$ cat config.mk
export PLATFORM = sky130hd
export DESIGN_NAME = pqm_monitor
export DESIGN_NICKNAME = d
export VERILOG_FILES = /design/src/core/pqm_monitor.v
export VERILOG_INCLUDE_DIRS = /design/src /design/src/core
export SDC_FILE = /design/constraint.sdc
export NUM_CORES = 2
export LEC_CHECK = 0
export BUFFER_PORTS_ARGS = -buffer_cell sky130_fd_sc_hd__buf_2
export CAP_MARGIN = 10
export CORE_ASPECT_RATIO = 0.6
export CORE_MARGIN = 2
export CORE_UTILIZATION = 63
export DETAILED_ROUTE_END_ITERATION = 16
export GPL_ROUTABILITY_DRIVEN = 0
export PLACE_DENSITY = 0.84
export REMOVE_ABC_BUFFERS = 1
export SYNTH_ARGS = -nofsm -noshare
export SYNTH_HDL_FRONTEND = slang
export SYNTH_SLANG_ARGS = --single-unit
$ cat constraint.sdc
create_clock -name clk -period 43.7 [get_ports clk]
set_clock_uncertainty 0.1 [all_clocks]
set_input_delay 4.37 -clock clk [delete_from_list [all_inputs] [get_ports clk]]
set_output_delay 4.37 -clock clk [all_outputs]
set_load 0.03 [all_outputs]
$ cat src/core/pqm_consts.vh
// Constants for the power quality monitor: control codes, field positions,
// reset values and timing counts. Definitions only.
`ifndef PQM_CONSTS_VH
`define PQM_CONSTS_VH

// Phase order start code and field layout
`define PQM_PHASE_START_CODE 5'h16
`define PQM_PHASE_CODE_MSB   4
`define PQM_PHASE_DIR_BIT    5
`define PQM_PHASE_CNT_W      7
`define PQM_PHASE_CNT_MAX    7'h7f

// Write protection codes
`define PQM_LOCK_ON_CODE     5'h16
`define PQM_LOCK_OFF_CODE    5'h09

// Temperature refresh period in samples
`define PQM_TEMP_PERIOD      12'd2240

// Reset values
`define PQM_WIN_LEN_RST      16'h0000

`endif

$ cat src/core/pqm_monitor.v
// Power quality monitor: dip, surge and overcurrent detection, phase order
// counting, temperature refresh flag, no-load clamp, write locks, checksum.
// Assumes all inputs synchronous to clk and one-cycle sample strobes.
//
// Notes on behaviour
// - Detector with window length zero is disabled; zero after reset.
// - Window length counts output-rate samples.
// - Each enabled channel compares sample magnitude with its threshold.
// - Window keeps separate tallies of samples above and below threshold.
// - More below than above at window end sets the dip flag.
// - More above than below at window end sets surge or overcurrent flag.
// - Phase order counts samples from start until next chosen crossing.
// - Writing 10110 to control bits 4:0 starts the phase count.
// - Control bit 5 picks crossing direction; 0 means rising crossing.
// - At crossing: stop, set done flag, store seven-bit count.
// - Temperature refresh every 2240 samples sets the updated flag.
// - Active and reactive sums forced to zero when both below threshold.
// - Apparent sum forced to zero when below threshold, independently.
// - Engine lock field: 0x16 blocks engine writes, 0x09 unblocks.
// - Host lock field: 0x16 ignores host writes, 0x09 restores.
// - Checksum over covered registers recomputed each sample, stored.
// - Checksum computation suspended while disable bit is set.
`include "pqm_consts.vh"
`timescale 1ns/1ps
`default_nettype none

module pqm_monitor #(
    parameter SW  = 24,  // Sample width, two's complement
    parameter LW  = 16,  // Window length width
    parameter PW  = 24,  // Power sum width
    parameter CKW = 24   // Checksum word width
) (
    // Clock and reset
    input  wire                 clk,
    input  wire                 rst,
    // Sample strobe and samples
    input  wire                 sample_stb,
    input  wire [SW-1:0]        volt_ch1,
    input  wire [SW-1:0]        volt_ch2,
    input  wire [SW-1:0]        cur_ch1,
    input  wire [SW-1:0]        cur_ch2,
    // Detector settings
    input  wire [LW-1:0]        dip_window_len_ch1,
    input  wire [LW-1:0]        dip_window_len_ch2,
    input  wire [LW-1:0]        surge_window_len_ch1,
    input  wire [LW-1:0]        surge_window_len_ch2,
    input  wire [LW-1:0]        overcur_window_len_ch1,
    input  wire [LW-1:0]        overcur_window_len_ch2,
    input  wire [SW-1:0]        dip_threshold_ch1,
    input  wire [SW-1:0]        dip_threshold_ch2,
    input  wire [SW-1:0]        surge_threshold_ch1,
    input  wire [SW-1:0]        surge_threshold_ch2,
    input  wire [SW-1:0]        overcur_threshold_ch1,
    input  wire [SW-1:0]        overcur_threshold_ch2,
    // Event flags and host clear, one bit per flag
    input  wire [5:0]           flag_clear,
    output wire                 volt_dip_flag_ch1,
    output wire                 volt_dip_flag_ch2,
    output wire                 volt_surge_flag_ch1,
    output wire                 volt_surge_flag_ch2,
    output wire                 overcurrent_flag_ch1,
    output wire                 overcurrent_flag_ch2,
    // Phase order control
    input  wire                 phase_ctrl_wr,
    input  wire [5:0]           phase_ctrl_wdata,
    input  wire                 volt_zero_rise,
    input  wire                 volt_zero_fall,
    output wire                 phase_order_dir,
    output wire                 phase_order_busy,
    output wire                 phase_order_done,
    output wire [6:0]           phase_order_count,
    // Temperature
    input  wire                 temp_clear,
    output wire                 temp_refresh,
    output wire                 temp_updated_flag,
    // No-load clamp
    input  wire [PW-1:0]        load_min,
    input  wire [PW-1:0]        p_sum_in,
    input  wire [PW-1:0]        q_sum_in,
    input  wire [PW-1:0]        s_sum_in,
    output wire [PW-1:0]        p_sum_out,
    output wire [PW-1:0]        q_sum_out,
    output wire [PW-1:0]        s_sum_out,
    // Write protection
    input  wire                 lock_wr,
    input  wire [4:0]           engine_lock_code,
    input  wire [4:0]           host_lock_code,
    input  wire                 engine_wr_req,
    input  wire                 host_wr_req,
    output wire                 engine_lock_on,
    output wire                 host_lock_on,
    output wire                 engine_wr_ok,
    output wire                 host_wr_ok,
    // Checksum
    input  wire                 checksum_disable,
    input  wire [CKW-1:0]       csum_word,
    input  wire                 csum_first,
    input  wire                 csum_last,
    output wire [CKW-1:0]       config_checksum_result
);

    ////////////////////////////////////////////////////////////////////////
    // Helpers

    // Magnitude of a signed sample, saturating the most negative value
    function [SW-1:0] pqm_abs;
        input [SW-1:0] v;
        begin
            if (!v[SW-1])
                pqm_abs = v;
            else if (v == {1'b1, {(SW-1){1'b0}}})
                pqm_abs = {1'b0, {(SW-1){1'b1}}};
            else
                pqm_abs = (~v) + {{(SW-1){1'b0}}, 1'b1};
        end
    endfunction

    ////////////////////////////////////////////////////////////////////////
    // Window detectors: index 0,1 dip; 2,3 surge; 4,5 overcurrent

    wire [SW-1:0] smp [0:5];
    wire [SW-1:0] thr [0:5];
    wire [LW-1:0] wlen [0:5];
    assign smp[0] = volt_ch1;
    assign smp[1] = volt_ch2;
    assign smp[2] = volt_ch1;
    assign smp[3] = volt_ch2;
    assign smp[4] = cur_ch1;
    assign smp[5] = cur_ch2;
    assign thr[0] = dip_threshold_ch1;
    assign thr[1] = dip_threshold_ch2;
    assign thr[2] = surge_threshold_ch1;
    assign thr[3] = surge_threshold_ch2;
    assign thr[4] = overcur_threshold_ch1;
    assign thr[5] = overcur_threshold_ch2;
    assign wlen[0] = dip_window_len_ch1;
    assign wlen[1] = dip_window_len_ch2;
    assign wlen[2] = surge_window_len_ch1;
    assign wlen[3] = surge_window_len_ch2;
    assign wlen[4] = overcur_window_len_ch1;
    assign wlen[5] = overcur_window_len_ch2;

    reg [LW-1:0] pos_ff [0:5];
    reg [LW-1:0] above_ff [0:5];
    reg [LW-1:0] below_ff [0:5];
    reg [5:0]    flag_ff;

    genvar g;
    generate
        for (g = 0; g < 6; g = g + 1) begin : det
            wire          en     = (wlen[g] != `PQM_WIN_LEN_RST);
            wire          is_hi  = (pqm_abs(smp[g]) > thr[g]);
            wire          is_lo  = (pqm_abs(smp[g]) < thr[g]);
            wire          lastw  = (pos_ff[g] + {{(LW-1){1'b0}}, 1'b1}) >= wlen[g];
            wire [LW-1:0] nxt_ab = above_ff[g] + {{(LW-1){1'b0}}, is_hi};
            wire [LW-1:0] nxt_be = below_ff[g] + {{(LW-1){1'b0}}, is_lo};
            // Dip indices look at the below tally, the others at above
            wire          hit    = (g < 2) ? (nxt_be > nxt_ab) : (nxt_ab > nxt_be);
            wire          set_f  = sample_stb & en & lastw & hit;

            // Window position and tallies, restart each window
            always @(posedge clk or posedge rst) begin
                if (rst) begin
                    pos_ff[g]   <= {LW{1'b0}};
                    above_ff[g] <= {LW{1'b0}};
                    below_ff[g] <= {LW{1'b0}};
                end else if (!en) begin
                    pos_ff[g]   <= {LW{1'b0}};
                    above_ff[g] <= {LW{1'b0}};
                    below_ff[g] <= {LW{1'b0}};
                end else if (sample_stb) begin
                    if (lastw) begin
                        pos_ff[g]   <= {LW{1'b0}};
                        above_ff[g] <= {LW{1'b0}};
                        below_ff[g] <= {LW{1'b0}};
                    end else begin
                        pos_ff[g]   <= pos_ff[g] + {{(LW-1){1'b0}}, 1'b1};
                        above_ff[g] <= nxt_ab;
                        below_ff[g] <= nxt_be;
                    end
                end
            end

            // Sticky flag; a set in the clear cycle wins
            always @(posedge clk or posedge rst) begin
                if (rst)
                    flag_ff[g] <= 1'b0;
                else if (set_f)
                    flag_ff[g] <= 1'b1;
                else if (flag_clear[g])
                    flag_ff[g] <= 1'b0;
            end
        end
    endgenerate

    assign volt_dip_flag_ch1    = flag_ff[0];
    assign volt_dip_flag_ch2    = flag_ff[1];
    assign volt_surge_flag_ch1  = flag_ff[2];
    assign volt_surge_flag_ch2  = flag_ff[3];
    assign overcurrent_flag_ch1 = flag_ff[4];
    assign overcurrent_flag_ch2 = flag_ff[5];

    ////////////////////////////////////////////////////////////////////////
    // Phase order counter

    reg       dir_ff;
    reg       busy_ff;
    reg       done_ff;
    reg [6:0] pcnt_ff;
    reg [6:0] run_ff;

    wire start   = phase_ctrl_wr &
                   (phase_ctrl_wdata[`PQM_PHASE_CODE_MSB:0] == `PQM_PHASE_START_CODE);
    wire crossing = dir_ff ? volt_zero_fall : volt_zero_rise;

    // Count saturates at the field maximum rather than wrapping
    always @(posedge clk or posedge rst) begin
        if (rst) begin
            dir_ff  <= 1'b0;
            busy_ff <= 1'b0;
            done_ff <= 1'b0;
            pcnt_ff <= 7'h00;
            run_ff  <= 7'h00;
        end else if (phase_ctrl_wr) begin
            dir_ff <= phase_ctrl_wdata[`PQM_PHASE_DIR_BIT];
            if (start) begin
                busy_ff <= 1'b1;
                done_ff <= 1'b0;
                run_ff  <= 7'h00;
            end
        end else if (busy_ff) begin
            if (crossing) begin
                busy_ff <= 1'b0;
                done_ff <= 1'b1;
                pcnt_ff <= run_ff;
            end else if (sample_stb && run_ff != `PQM_PHASE_CNT_MAX) begin
                run_ff <= run_ff + 7'h01;
            end
        end
    end

    assign phase_order_dir   = dir_ff;
    assign phase_order_busy  = busy_ff;
    assign phase_order_done  = done_ff;
    assign phase_order_count = pcnt_ff;

    ////////////////////////////////////////////////////////////////////////
    // Temperature refresh timer

    reg [11:0] tcnt_ff;
    reg        tup_ff;
    reg        tref_ff;
    wire       twrap = sample_stb && (tcnt_ff == `PQM_TEMP_PERIOD - 12'd1);

    always @(posedge clk or posedge rst) begin
        if (rst) begin
            tcnt_ff <= 12'd0;
            tup_ff  <= 1'b0;
            tref_ff <= 1'b0;
        end else begin
            tref_ff <= twrap;
            if (sample_stb)
                tcnt_ff <= twrap ? 12'd0 : tcnt_ff + 12'd1;
            if (twrap)
                tup_ff <= 1'b1;
            else if (temp_clear)
                tup_ff <= 1'b0;
        end
    end

    assign temp_refresh      = tref_ff;
    assign temp_updated_flag = tup_ff;

    ////////////////////////////////////////////////////////////////////////
    // No-load clamp, registered outputs

    reg [PW-1:0] p_ff;
    reg [PW-1:0] q_ff;
    reg [PW-1:0] s_ff;
    wire [PW-1:0] p_mag = p_sum_in[PW-1] ? (~p_sum_in) + {{(PW-1){1'b0}}, 1'b1} : p_sum_in;
    wire [PW-1:0] q_mag = q_sum_in[PW-1] ? (~q_sum_in) + {{(PW-1){1'b0}}, 1'b1} : q_sum_in;
    wire          pq_low = (p_mag < load_min) && (q_mag < load_min);

    always @(posedge clk or posedge rst) begin
        if (rst) begin
            p_ff <= {PW{1'b0}};
            q_ff <= {PW{1'b0}};
            s_ff <= {PW{1'b0}};
        end else if (sample_stb) begin
            p_ff <= pq_low ? {PW{1'b0}} : p_sum_in;
            q_ff <= pq_low ? {PW{1'b0}} : q_sum_in;
            s_ff <= (s_sum_in < load_min) ? {PW{1'b0}} : s_sum_in;
        end
    end

    assign p_sum_out = p_ff;
    assign q_sum_out = q_ff;
    assign s_sum_out = s_ff;

    ////////////////////////////////////////////////////////////////////////
    // Write protection

    reg elock_ff;
    reg hlock_ff;

    // Unknown codes fall through and keep the state
    always @(posedge clk or posedge rst) begin
        if (rst) begin
            elock_ff <= 1'b0;
            hlock_ff <= 1'b0;
        end else if (lock_wr) begin
            if (engine_lock_code == `PQM_LOCK_ON_CODE)
                elock_ff <= 1'b1;
            else if (engine_lock_code == `PQM_LOCK_OFF_CODE)
                elock_ff <= 1'b0;
            if (host_lock_code == `PQM_LOCK_ON_CODE)
                hlock_ff <= 1'b1;
            else if (host_lock_code == `PQM_LOCK_OFF_CODE)
                hlock_ff <= 1'b0;
        end
    end

    assign engine_lock_on = elock_ff;
    assign host_lock_on   = hlock_ff;
    assign engine_wr_ok   = engine_wr_req & ~elock_ff;
    assign host_wr_ok     = host_wr_req & ~hlock_ff;

    ////////////////////////////////////////////////////////////////////////
    // Register checksum: words streamed in after each sample

    reg [CKW-1:0] acc_ff;
    reg [CKW-1:0] csum_ff;
    reg           scan_ff;

    // Sum of words; the scan is armed on every sample strobe while checksum_disable is low
    always @(posedge clk or posedge rst) begin
        if (rst) begin
            acc_ff  <= {CKW{1'b0}};
            csum_ff <= {CKW{1'b0}};
            scan_ff <= 1'b0;
        end else if (checksum_disable) begin
            scan_ff <= 1'b0;
        end else begin
            if (sample_stb)
                scan_ff <= 1'b1;
            if (scan_ff && csum_first && csum_last) begin
                csum_ff <= csum_word;
                scan_ff <= sample_stb;
            end else if (scan_ff && csum_first) begin
                acc_ff <= csum_word;
            end else if (scan_ff && csum_last) begin
                csum_ff <= acc_ff + csum_word;
                scan_ff <= sample_stb;
            end else if (scan_ff) begin
                acc_ff <= acc_ff + csum_word;
            end
        end
    end

    assign config_checksum_result = csum_ff;

endmodule

`default_nettype wire

==> Word-level counts from Yosys, hierarchy flattened <==
Cells that the tools add are included.
{ "op_classes": {"mux": 111, "order_cmp": 27, "addsub": 27, "reduce_logical": 33, "bitwise_logic": 32, "n_eq_ne": 21} }
{ "ops": {"columns": ["operator", "count"], "rows": [
  ["$mux W16", 54],
  ["$mux W24", 19],
  ["$lt A24 B24 Y1", 9],
  ["$add A16 B1 Y16", 12],
  ["$add A24 B1 Y24 const B", 6],
  ["$gt A24 B24 Y1", 6],
  ["$not A24 Y24", 6],
  ["$add A16 B1 Y16 const B", 6],
  ["$eq A24 B24 Y1 const B", 4],
  ["$ge A16 B16 Y1", 6],
  ["$gt A16 B16 Y1", 6],
  ["$reduce_bool A16 Y1", 6],
  ["$mux W7", 5],
  ["$mux W1", 32],
  ["$reduce_bool A2 Y1", 14],
  ["$add A24 B24 Y24", 1],
  ["$and A1 B1 Y1", 21],
  ["$ne A2 B2 Y1 const B", 8],
  ["$eq A5 B5 Y1 const B", 3],
  ["$add A12 B1 Y12 const B", 1],
  ["$eq A12 B12 Y1 const B", 1],
  ["$mux W12", 1],
  ["$eq A5 B4 Y1 const B", 2],
  ["$reduce_and A3 Y1", 3],
  ["other kinds (7)", 19]
]} }
{ "totals": {"out_inout_bits": 118, "reg_bits": 448, "elab_cells": 291, "input_bits": 491} }

==> Longest topological paths before layout <==
{ "logic_depth": {"word_depth": 9, "mapped_depth": 35, "depth_no_buf": 33} }

==> Worst setup path after synthesis <==
OpenSTA, ideal clock, no wires.
{ "synth_path": {"kind": "input -> register", "start": "input port volt_ch1[13]", "end": "register flag_ff[0], in the netlist volt_dip_flag_ch1", "t_arrival_ns": 9.774, "required_ns": 43.463, "path_stages": 29, "setup_slack_ns": 33.689, "path_buffers": 3, "path_cell_list": "or4_1 nor4_1 or3b_1 clkbuf_1 nor2_2 nand2_1 buf_2 nand2_1 ha_1 and4_1 a21oi_1 nand2_1 a221o_1 a21oi_1 o211a_1 ha_1 and3_1 and2_1 and3_1 clkbuf_1 nand3_1 xnor2_1 ha_1 a21o_1 a21o_1 a221oi_1 o221ai_1 o311ai_0 o22ai_1"} }
{ "synth_between": {"elab_chain_cells": 9} }
{ "synth_lines": {"columns": ["item", "line", "rtl"], "rows": [
  ["start, declared", "pqm_monitor.v:38", "input wire [SW-1:0] volt_ch1,"],
  ["$not A24 Y24", "pqm_monitor.v:114", "pqm_abs = (~v) + {{(SW-1){1'b0}}, 1'b1};"],
  ["$add A24 B1 Y24", "pqm_monitor.v:114", null],
  ["$mux W24", "pqm_monitor.v:111", "else if (v == {1'b1, {(SW-1){1'b0}}})"],
  ["$mux W24 *", "pqm_monitor.v:109", "if (!v[SW-1])"],
  ["$lt A24 B24 Y1 / $gt A24 B24 Y1 (equally long branches)", "pqm_monitor.v:153, pqm_monitor.v:152", null],
  ["$add A16 B1 Y16, on equally long branches", "pqm_monitor.v:156, pqm_monitor.v:155", null],
  ["$gt A16 B16 Y1 *", "pqm_monitor.v:158", "wire hit = (g < 2) ? (nxt_be > nxt_ab) : (nxt_ab > nxt_be);"],
  ["$and A1 B1 Y1 *", "pqm_monitor.v:159", "wire set_f = sample_stb & en & lastw & hit;"],
  ["$mux W1 / $reduce_bool A2 Y1 (equally long branches)", null, null],
  ["end signal, assigned by index", "pqm_monitor.v:187", "flag_ff[g] <= 1'b0;"],
  ["end signal, assigned by index", "pqm_monitor.v:189", "flag_ff[g] <= 1'b1;"],
  ["end signal, assigned by index", "pqm_monitor.v:191", "flag_ff[g] <= 1'b0;"],
  ["end, declared", "pqm_monitor.v:146", "reg [5:0] flag_ff;"]
]} }
Mark *: on every way between the ends. The rest lies on a longest branch, timed or not.
A chain may end at the register's enable or synchronous reset.

==> Worst setup path in the final report <==
{ "layout_path": {"start": "input port cur_ch1[11]", "end": "register flag_ff[4], in the netlist overcurrent_flag_ch1"} }
{ "layout_between": {"elab_chain_cells": 9} }
{ "layout_lines": {"columns": ["item", "line", "rtl"], "rows": [
  ["start, declared", "pqm_monitor.v:40", "input wire [SW-1:0] cur_ch1,"],
  ["$not A24 Y24", "pqm_monitor.v:114", null],
  ["$add A24 B1 Y24", "pqm_monitor.v:114", null],
  ["$mux W24", "pqm_monitor.v:111", null],
  ["$mux W24 *", "pqm_monitor.v:109", null],
  ["$gt A24 B24 Y1 / $lt A24 B24 Y1 (equally long branches)", "pqm_monitor.v:152, pqm_monitor.v:153", null],
  ["$add A16 B1 Y16, on equally long branches", "pqm_monitor.v:155, pqm_monitor.v:156", null],
  ["$gt A16 B16 Y1 *", "pqm_monitor.v:158", null],
  ["$and A1 B1 Y1 *", "pqm_monitor.v:159", null],
  ["$mux W1 / $reduce_bool A2 Y1 (equally long branches)", null, null]
]} }
Marks and branches as above.

==> results.md <==
- The run finished with clean final reports.
- The number of failing setup endpoints in the final timing report is 0.
- Cells with a size suffix above 1 make up 16.26% of the layout.
- After detailed routing, the number of vias per cell comes to roughly 6.0.
- The post-synthesis average cell area is between 8 and 9 um2.
- The arrival time at the worst endpoint is roughly 11000 ps.
- The post-route clock period utilization is 24.56%.
- The share of the synthesized netlist area taken by xor and xnor gates is under 10%.
- The worst-case headroom to the max-slew limit is between 15 and 20%.
- The number of global-route vias before repair is between 30000 and 40000.
- Synthesis produced a netlist whose cell count is around 4000.
- The worst-skew pair later-pin latency is about 590 ps.
- The buffer depth of the longest clock path is 3.
- Of the total synthesized cell area, the portion taken by full adders, half adders and majority gates is 16.33%.
- Yosys attributes the largest share of cell area to sky130_fd_sc_hd__dfrtp_1 31%, sky130_fd_sc_hd__ha_1 16%, sky130_fd_sc_hd__xnor2_1 5.3%, sky130_fd_sc_hd__xor2_1 4.4%, sky130_fd_sc_hd__nand2_1 4.2%.
- The first routing iteration left around 2700 violations.
- The wire length reported by the detailed router is around 100000 um.
- In this run, post-CTS hold repair placed 0 buffers.
- TritonCTS built the clock tree.
- The leakage power of the design is about 22 nW.
- Dividing the detail-routed wire length by the instance count gives around 18 um.
- Once the clock tree was built, the resizer swapped 0 gates to a different size.
- The post-layout worst setup margin is 32970 ps.
- The root buffer selected by CTS is sky130_fd_sc_hd__clkbuf_16.
- The number of max-cap violations is 0.
- At the worst endpoint, the required time is between 40000 and 50000 ps.
- Counting flops and latches in the post-synthesis netlist gives 448.
- In the final design database the tool counted 5610 nets.
- The power per cell area is approximately 37 nW/um2.
- The worst setup path is launched from an input pin.
- The die boundary width is slightly above 300 um.
- The main combinational cell family by area after synthesis is simple AND/OR/NAND/NOR gates.
- Counting flops with a built-in enable in the synthesized netlist gives 0.
- The setup TNS after final layout is 0 ps.
- The final-report hold violation count is 0.
- The number of clock buffers inserted by TritonCTS is 45.
- Entering global routing, the biggest net connects ~170 pins.
- The number of warnings issued by yosys is 0.
- The highest attainable clock frequency is a little over 90 MHz.
- The slew at the pin closest to its max-slew limit is about 1200 ps.
- The biggest area contributor in the post-synthesis netlist is sky130_fd_sc_hd__dfrtp_1.
- The clock-pin slew of the registers on the worst-case setup and hold paths is 70 ps.
- Detailed placement ended at an HPWL of 78110 um.
- The worst hold path belongs to the class register to register.
- Buffers placed on the I/O ports in this run total around 610.
- Setup repair after global routing left no endpoint under its margin.
- The routed layout has about 33000 vias.
- The endpoint type of the worst setup path is a register.
- The first global-routing pass estimated approximately 160000 um of wire.
- In this run the worst path has a maximum fanout of 21.
- In this run the remaining antenna-violating nets after routing total 0.
- After synthesis, the netlist uses 74 different library cells.
- After synthesis the cells add up to about 36000 um2.
- The number of cells on the worst reg-to-reg path is 16.
- Timing analysis after detailed placement gives a worst setup slack of 32490 ps.
- The time the final worst path needs with I/O delays and setup is ~11000 ps.
- The worst hold path was traced through 2 stages.
- CTS built an H-tree with a depth of 2.
- The number of optimization iterations in the first detailed-route pass is 6.
- For this run, the register share of the synthesized area comes to a little under a third.
- The max-slew violation count was 0.
- Among all flip-flop cells after synthesis, the most frequent one is sky130_fd_sc_hd__dfrtp_1.
- CTS saw approximately 450 sinks.
- The portion of synthesized area spent on multiplexers is between 3 and 4%.
- The area overhead of the layout relative to synthesis is 14.91%.
- The final global-route overflow total is 0.
- The post-synthesis simple-gate area fraction is between 10% and 20%.
- The async set or reset register ratio after synthesis is 100.0%.
- The number of top-level pins is around 600.
- The startpoint-to-endpoint class of the critical path is input pin to register.
- The number of buffers added for setup after CTS is 0.
- For this run, the total global-route usage over all layers was measured as around a third.
- The proportion of netlist area held by the largest area contributor is about 31%.
- The initial standard-cell utilization of the core is 63.98%.
- The maximum resistive drop on vdd is approximately 27 uV.
- The DRC violations left is 0.
- The chip height is 188.7 um.
- The floorplan die area is 58860 um2.
- The number of antenna violations at the first check in global routing is 26.
- The floorplan has between 60 and 70 rows.
- The core area is 56000 um2.
- Summing internal, switching and leakage power gives between 1.5 and 2 mW.
- The compound-cell area share of the yosys netlist is roughly 17%.
## sequential cells by signal, summed over array words and instances (netlist names), 7 cells and up
register	cells
config_checksum_result	24
p_sum_out	24
phase_order_count	7
acc_ff	24
run_ff	7
pos_ff	96
s_sum_out	24
below_ff	96
above_ff	96
tcnt_ff	12
q_sum_out	24
## power by group
group	internal, mW	switching (mW)
clock network	0.235	0.175
registers	0.482	0.0627
logic	0.241	0.335
## Yosys cell counts, types with 37 or more instances
cell / number
sky130_fd_sc_hd__o21ai_0: 282
sky130_fd_sc_hd__nand2_1: 400
sky130_fd_sc_hd__nand4_1: 100
sky130_fd_sc_hd__mux2i_1: 95
sky130_fd_sc_hd__nor4_1: 38
sky130_fd_sc_hd__nor2b_1: 49
sky130_fd_sc_hd__ha_1: 466
sky130_fd_sc_hd__a21o_1: 127
sky130_fd_sc_hd__inv_1: 355
sky130_fd_sc_hd__a21oi_1: 179
sky130_fd_sc_hd__nand3_1: 163
sky130_fd_sc_hd__a22o_1: 155
sky130_fd_sc_hd__nor3_1: 39
sky130_fd_sc_hd__xor2_1: 178
sky130_fd_sc_hd__nor2_1: 241
sky130_fd_sc_hd__clkbuf_1: 105
sky130_fd_sc_hd__o31ai_1: 37
sky130_fd_sc_hd__xnor2_1: 216
sky130_fd_sc_hd__and3_1: 61
sky130_fd_sc_hd__dfrtp_1: 448
## logic make-up after synthesis
family,count (synthesis)
flip-flops,448
AND/OR/NAND/NOR,1269
AO/OA/AOI/OAI,934
adder cells (fa/ha/maj),467
buffers and inverters,476
multiplexers,107
XOR/XNOR,394
## placed cells by master (no fill, tap or decap), types with 100 or more instances in the layout
| cell | Yosys | routed |
|---|---|---|
| sky130_fd_sc_hd__nand4_1 | 100 | 100 |
| sky130_fd_sc_hd__a22o_1 | 155 | 155 |
| sky130_fd_sc_hd__nor2_1 | 241 | 241 |
| sky130_fd_sc_hd__xnor2_1 | 216 | 216 |
| sky130_fd_sc_hd__o21ai_0 | 282 | 282 |
| sky130_fd_sc_hd__a21oi_1 | 179 | 179 |
| sky130_fd_sc_hd__inv_1 | 355 | 354 |
| sky130_fd_sc_hd__ha_1 | 466 | 466 |
| sky130_fd_sc_hd__a21o_1 | 127 | 127 |
| sky130_fd_sc_hd__xor2_1 | 178 | 178 |
| sky130_fd_sc_hd__nand3_1 | 163 | 163 |
| sky130_fd_sc_hd__nand2_1 | 400 | 400 |
| sky130_fd_sc_hd__dfrtp_1 | 448 | 448 |
| sky130_fd_sc_hd__buf_2 | 9 | 607 |
## layer usage
metal | wire, um | GRT usage (%) | part of all wire [%]
met1 | 45440 | 47.73 | 45
met2 | 43110 | 50.06 | 43
met3 | 9256 | 7.704 | 9.3
met4 | 2048 | 8.339 | 2.0
met5 | 128 | 0 | 0.13
## critical path, stage by stage
cell	delay, ps
sky130_fd_sc_hd__buf_2	130
sky130_fd_sc_hd__or4_4	550
sky130_fd_sc_hd__or4_1	460
sky130_fd_sc_hd__nor3_2	370
sky130_fd_sc_hd__nand3b_1	570
sky130_fd_sc_hd__a31oi_1	380
sky130_fd_sc_hd__ha_1	280
sky130_fd_sc_hd__nor2b_1	150
sky130_fd_sc_hd__o21a_1	160
sky130_fd_sc_hd__o21ai_0	170
sky130_fd_sc_hd__a21oi_1	100
sky130_fd_sc_hd__o211ai_1	170
sky130_fd_sc_hd__nand2_1	60
sky130_fd_sc_hd__a2111oi_0	630
sky130_fd_sc_hd__ha_1	330
sky130_fd_sc_hd__ha_1	210
sky130_fd_sc_hd__nand3_1	120
sky130_fd_sc_hd__nor2_1	250
sky130_fd_sc_hd__nand2_1	110
sky130_fd_sc_hd__nor2_1	230
sky130_fd_sc_hd__xnor2_1	160
sky130_fd_sc_hd__ha_1	270
sky130_fd_sc_hd__nand4_1	140
sky130_fd_sc_hd__nor2_1	80
sky130_fd_sc_hd__a221oi_1	250
sky130_fd_sc_hd__o221ai_1	180
sky130_fd_sc_hd__o211ai_1	110
sky130_fd_sc_hd__o21ai_0	100
## area by class of cell
type                    count  area [um2]
multi-input cells        3171       22850
fillers                  4252       14830
flip-flops and latches    448       11210
repair buffers            631        3243
inverters                 355        1340
clock buffers              61        1309
well taps                 759       949.7
clock inverters            21       226.5
diodes                     14       35.03
## through the flow
stage	std cells	utilization (%)	hold WS [ps]	area, um2
2_1_floorplan	3974	-	351.6	35360
3_3_place_gp	5363	70.70	355.9	39590
3_5_place_dp	5363	70.70	365.0	39590
4_1_cts	5445	73.44	379.0	41120
5_1_grt	5453	73.48	397.9	41150
6_report	5460	73.51	373.3	41170
## path summary, 6_finish.rpt
path / to / startpoint / slack [ps]
worst max-delay path: overcurrent_flag_ch1 / cur_ch1[11] / 32970
worst min-delay path: config_checksum_result[20] / config_checksum_result[20] / 370
worst max register to register: above_ff[93] / pos_ff[80] / 39450
worst min register to register: config_checksum_result[20] / config_checksum_result[20] / 370
max in group asynchronous: q_sum_out[3] / rst / 38120
min in group asynchronous: config_checksum_result[15] / rst / 3900
No activity file was read; power rests on OpenSTA's default activity.
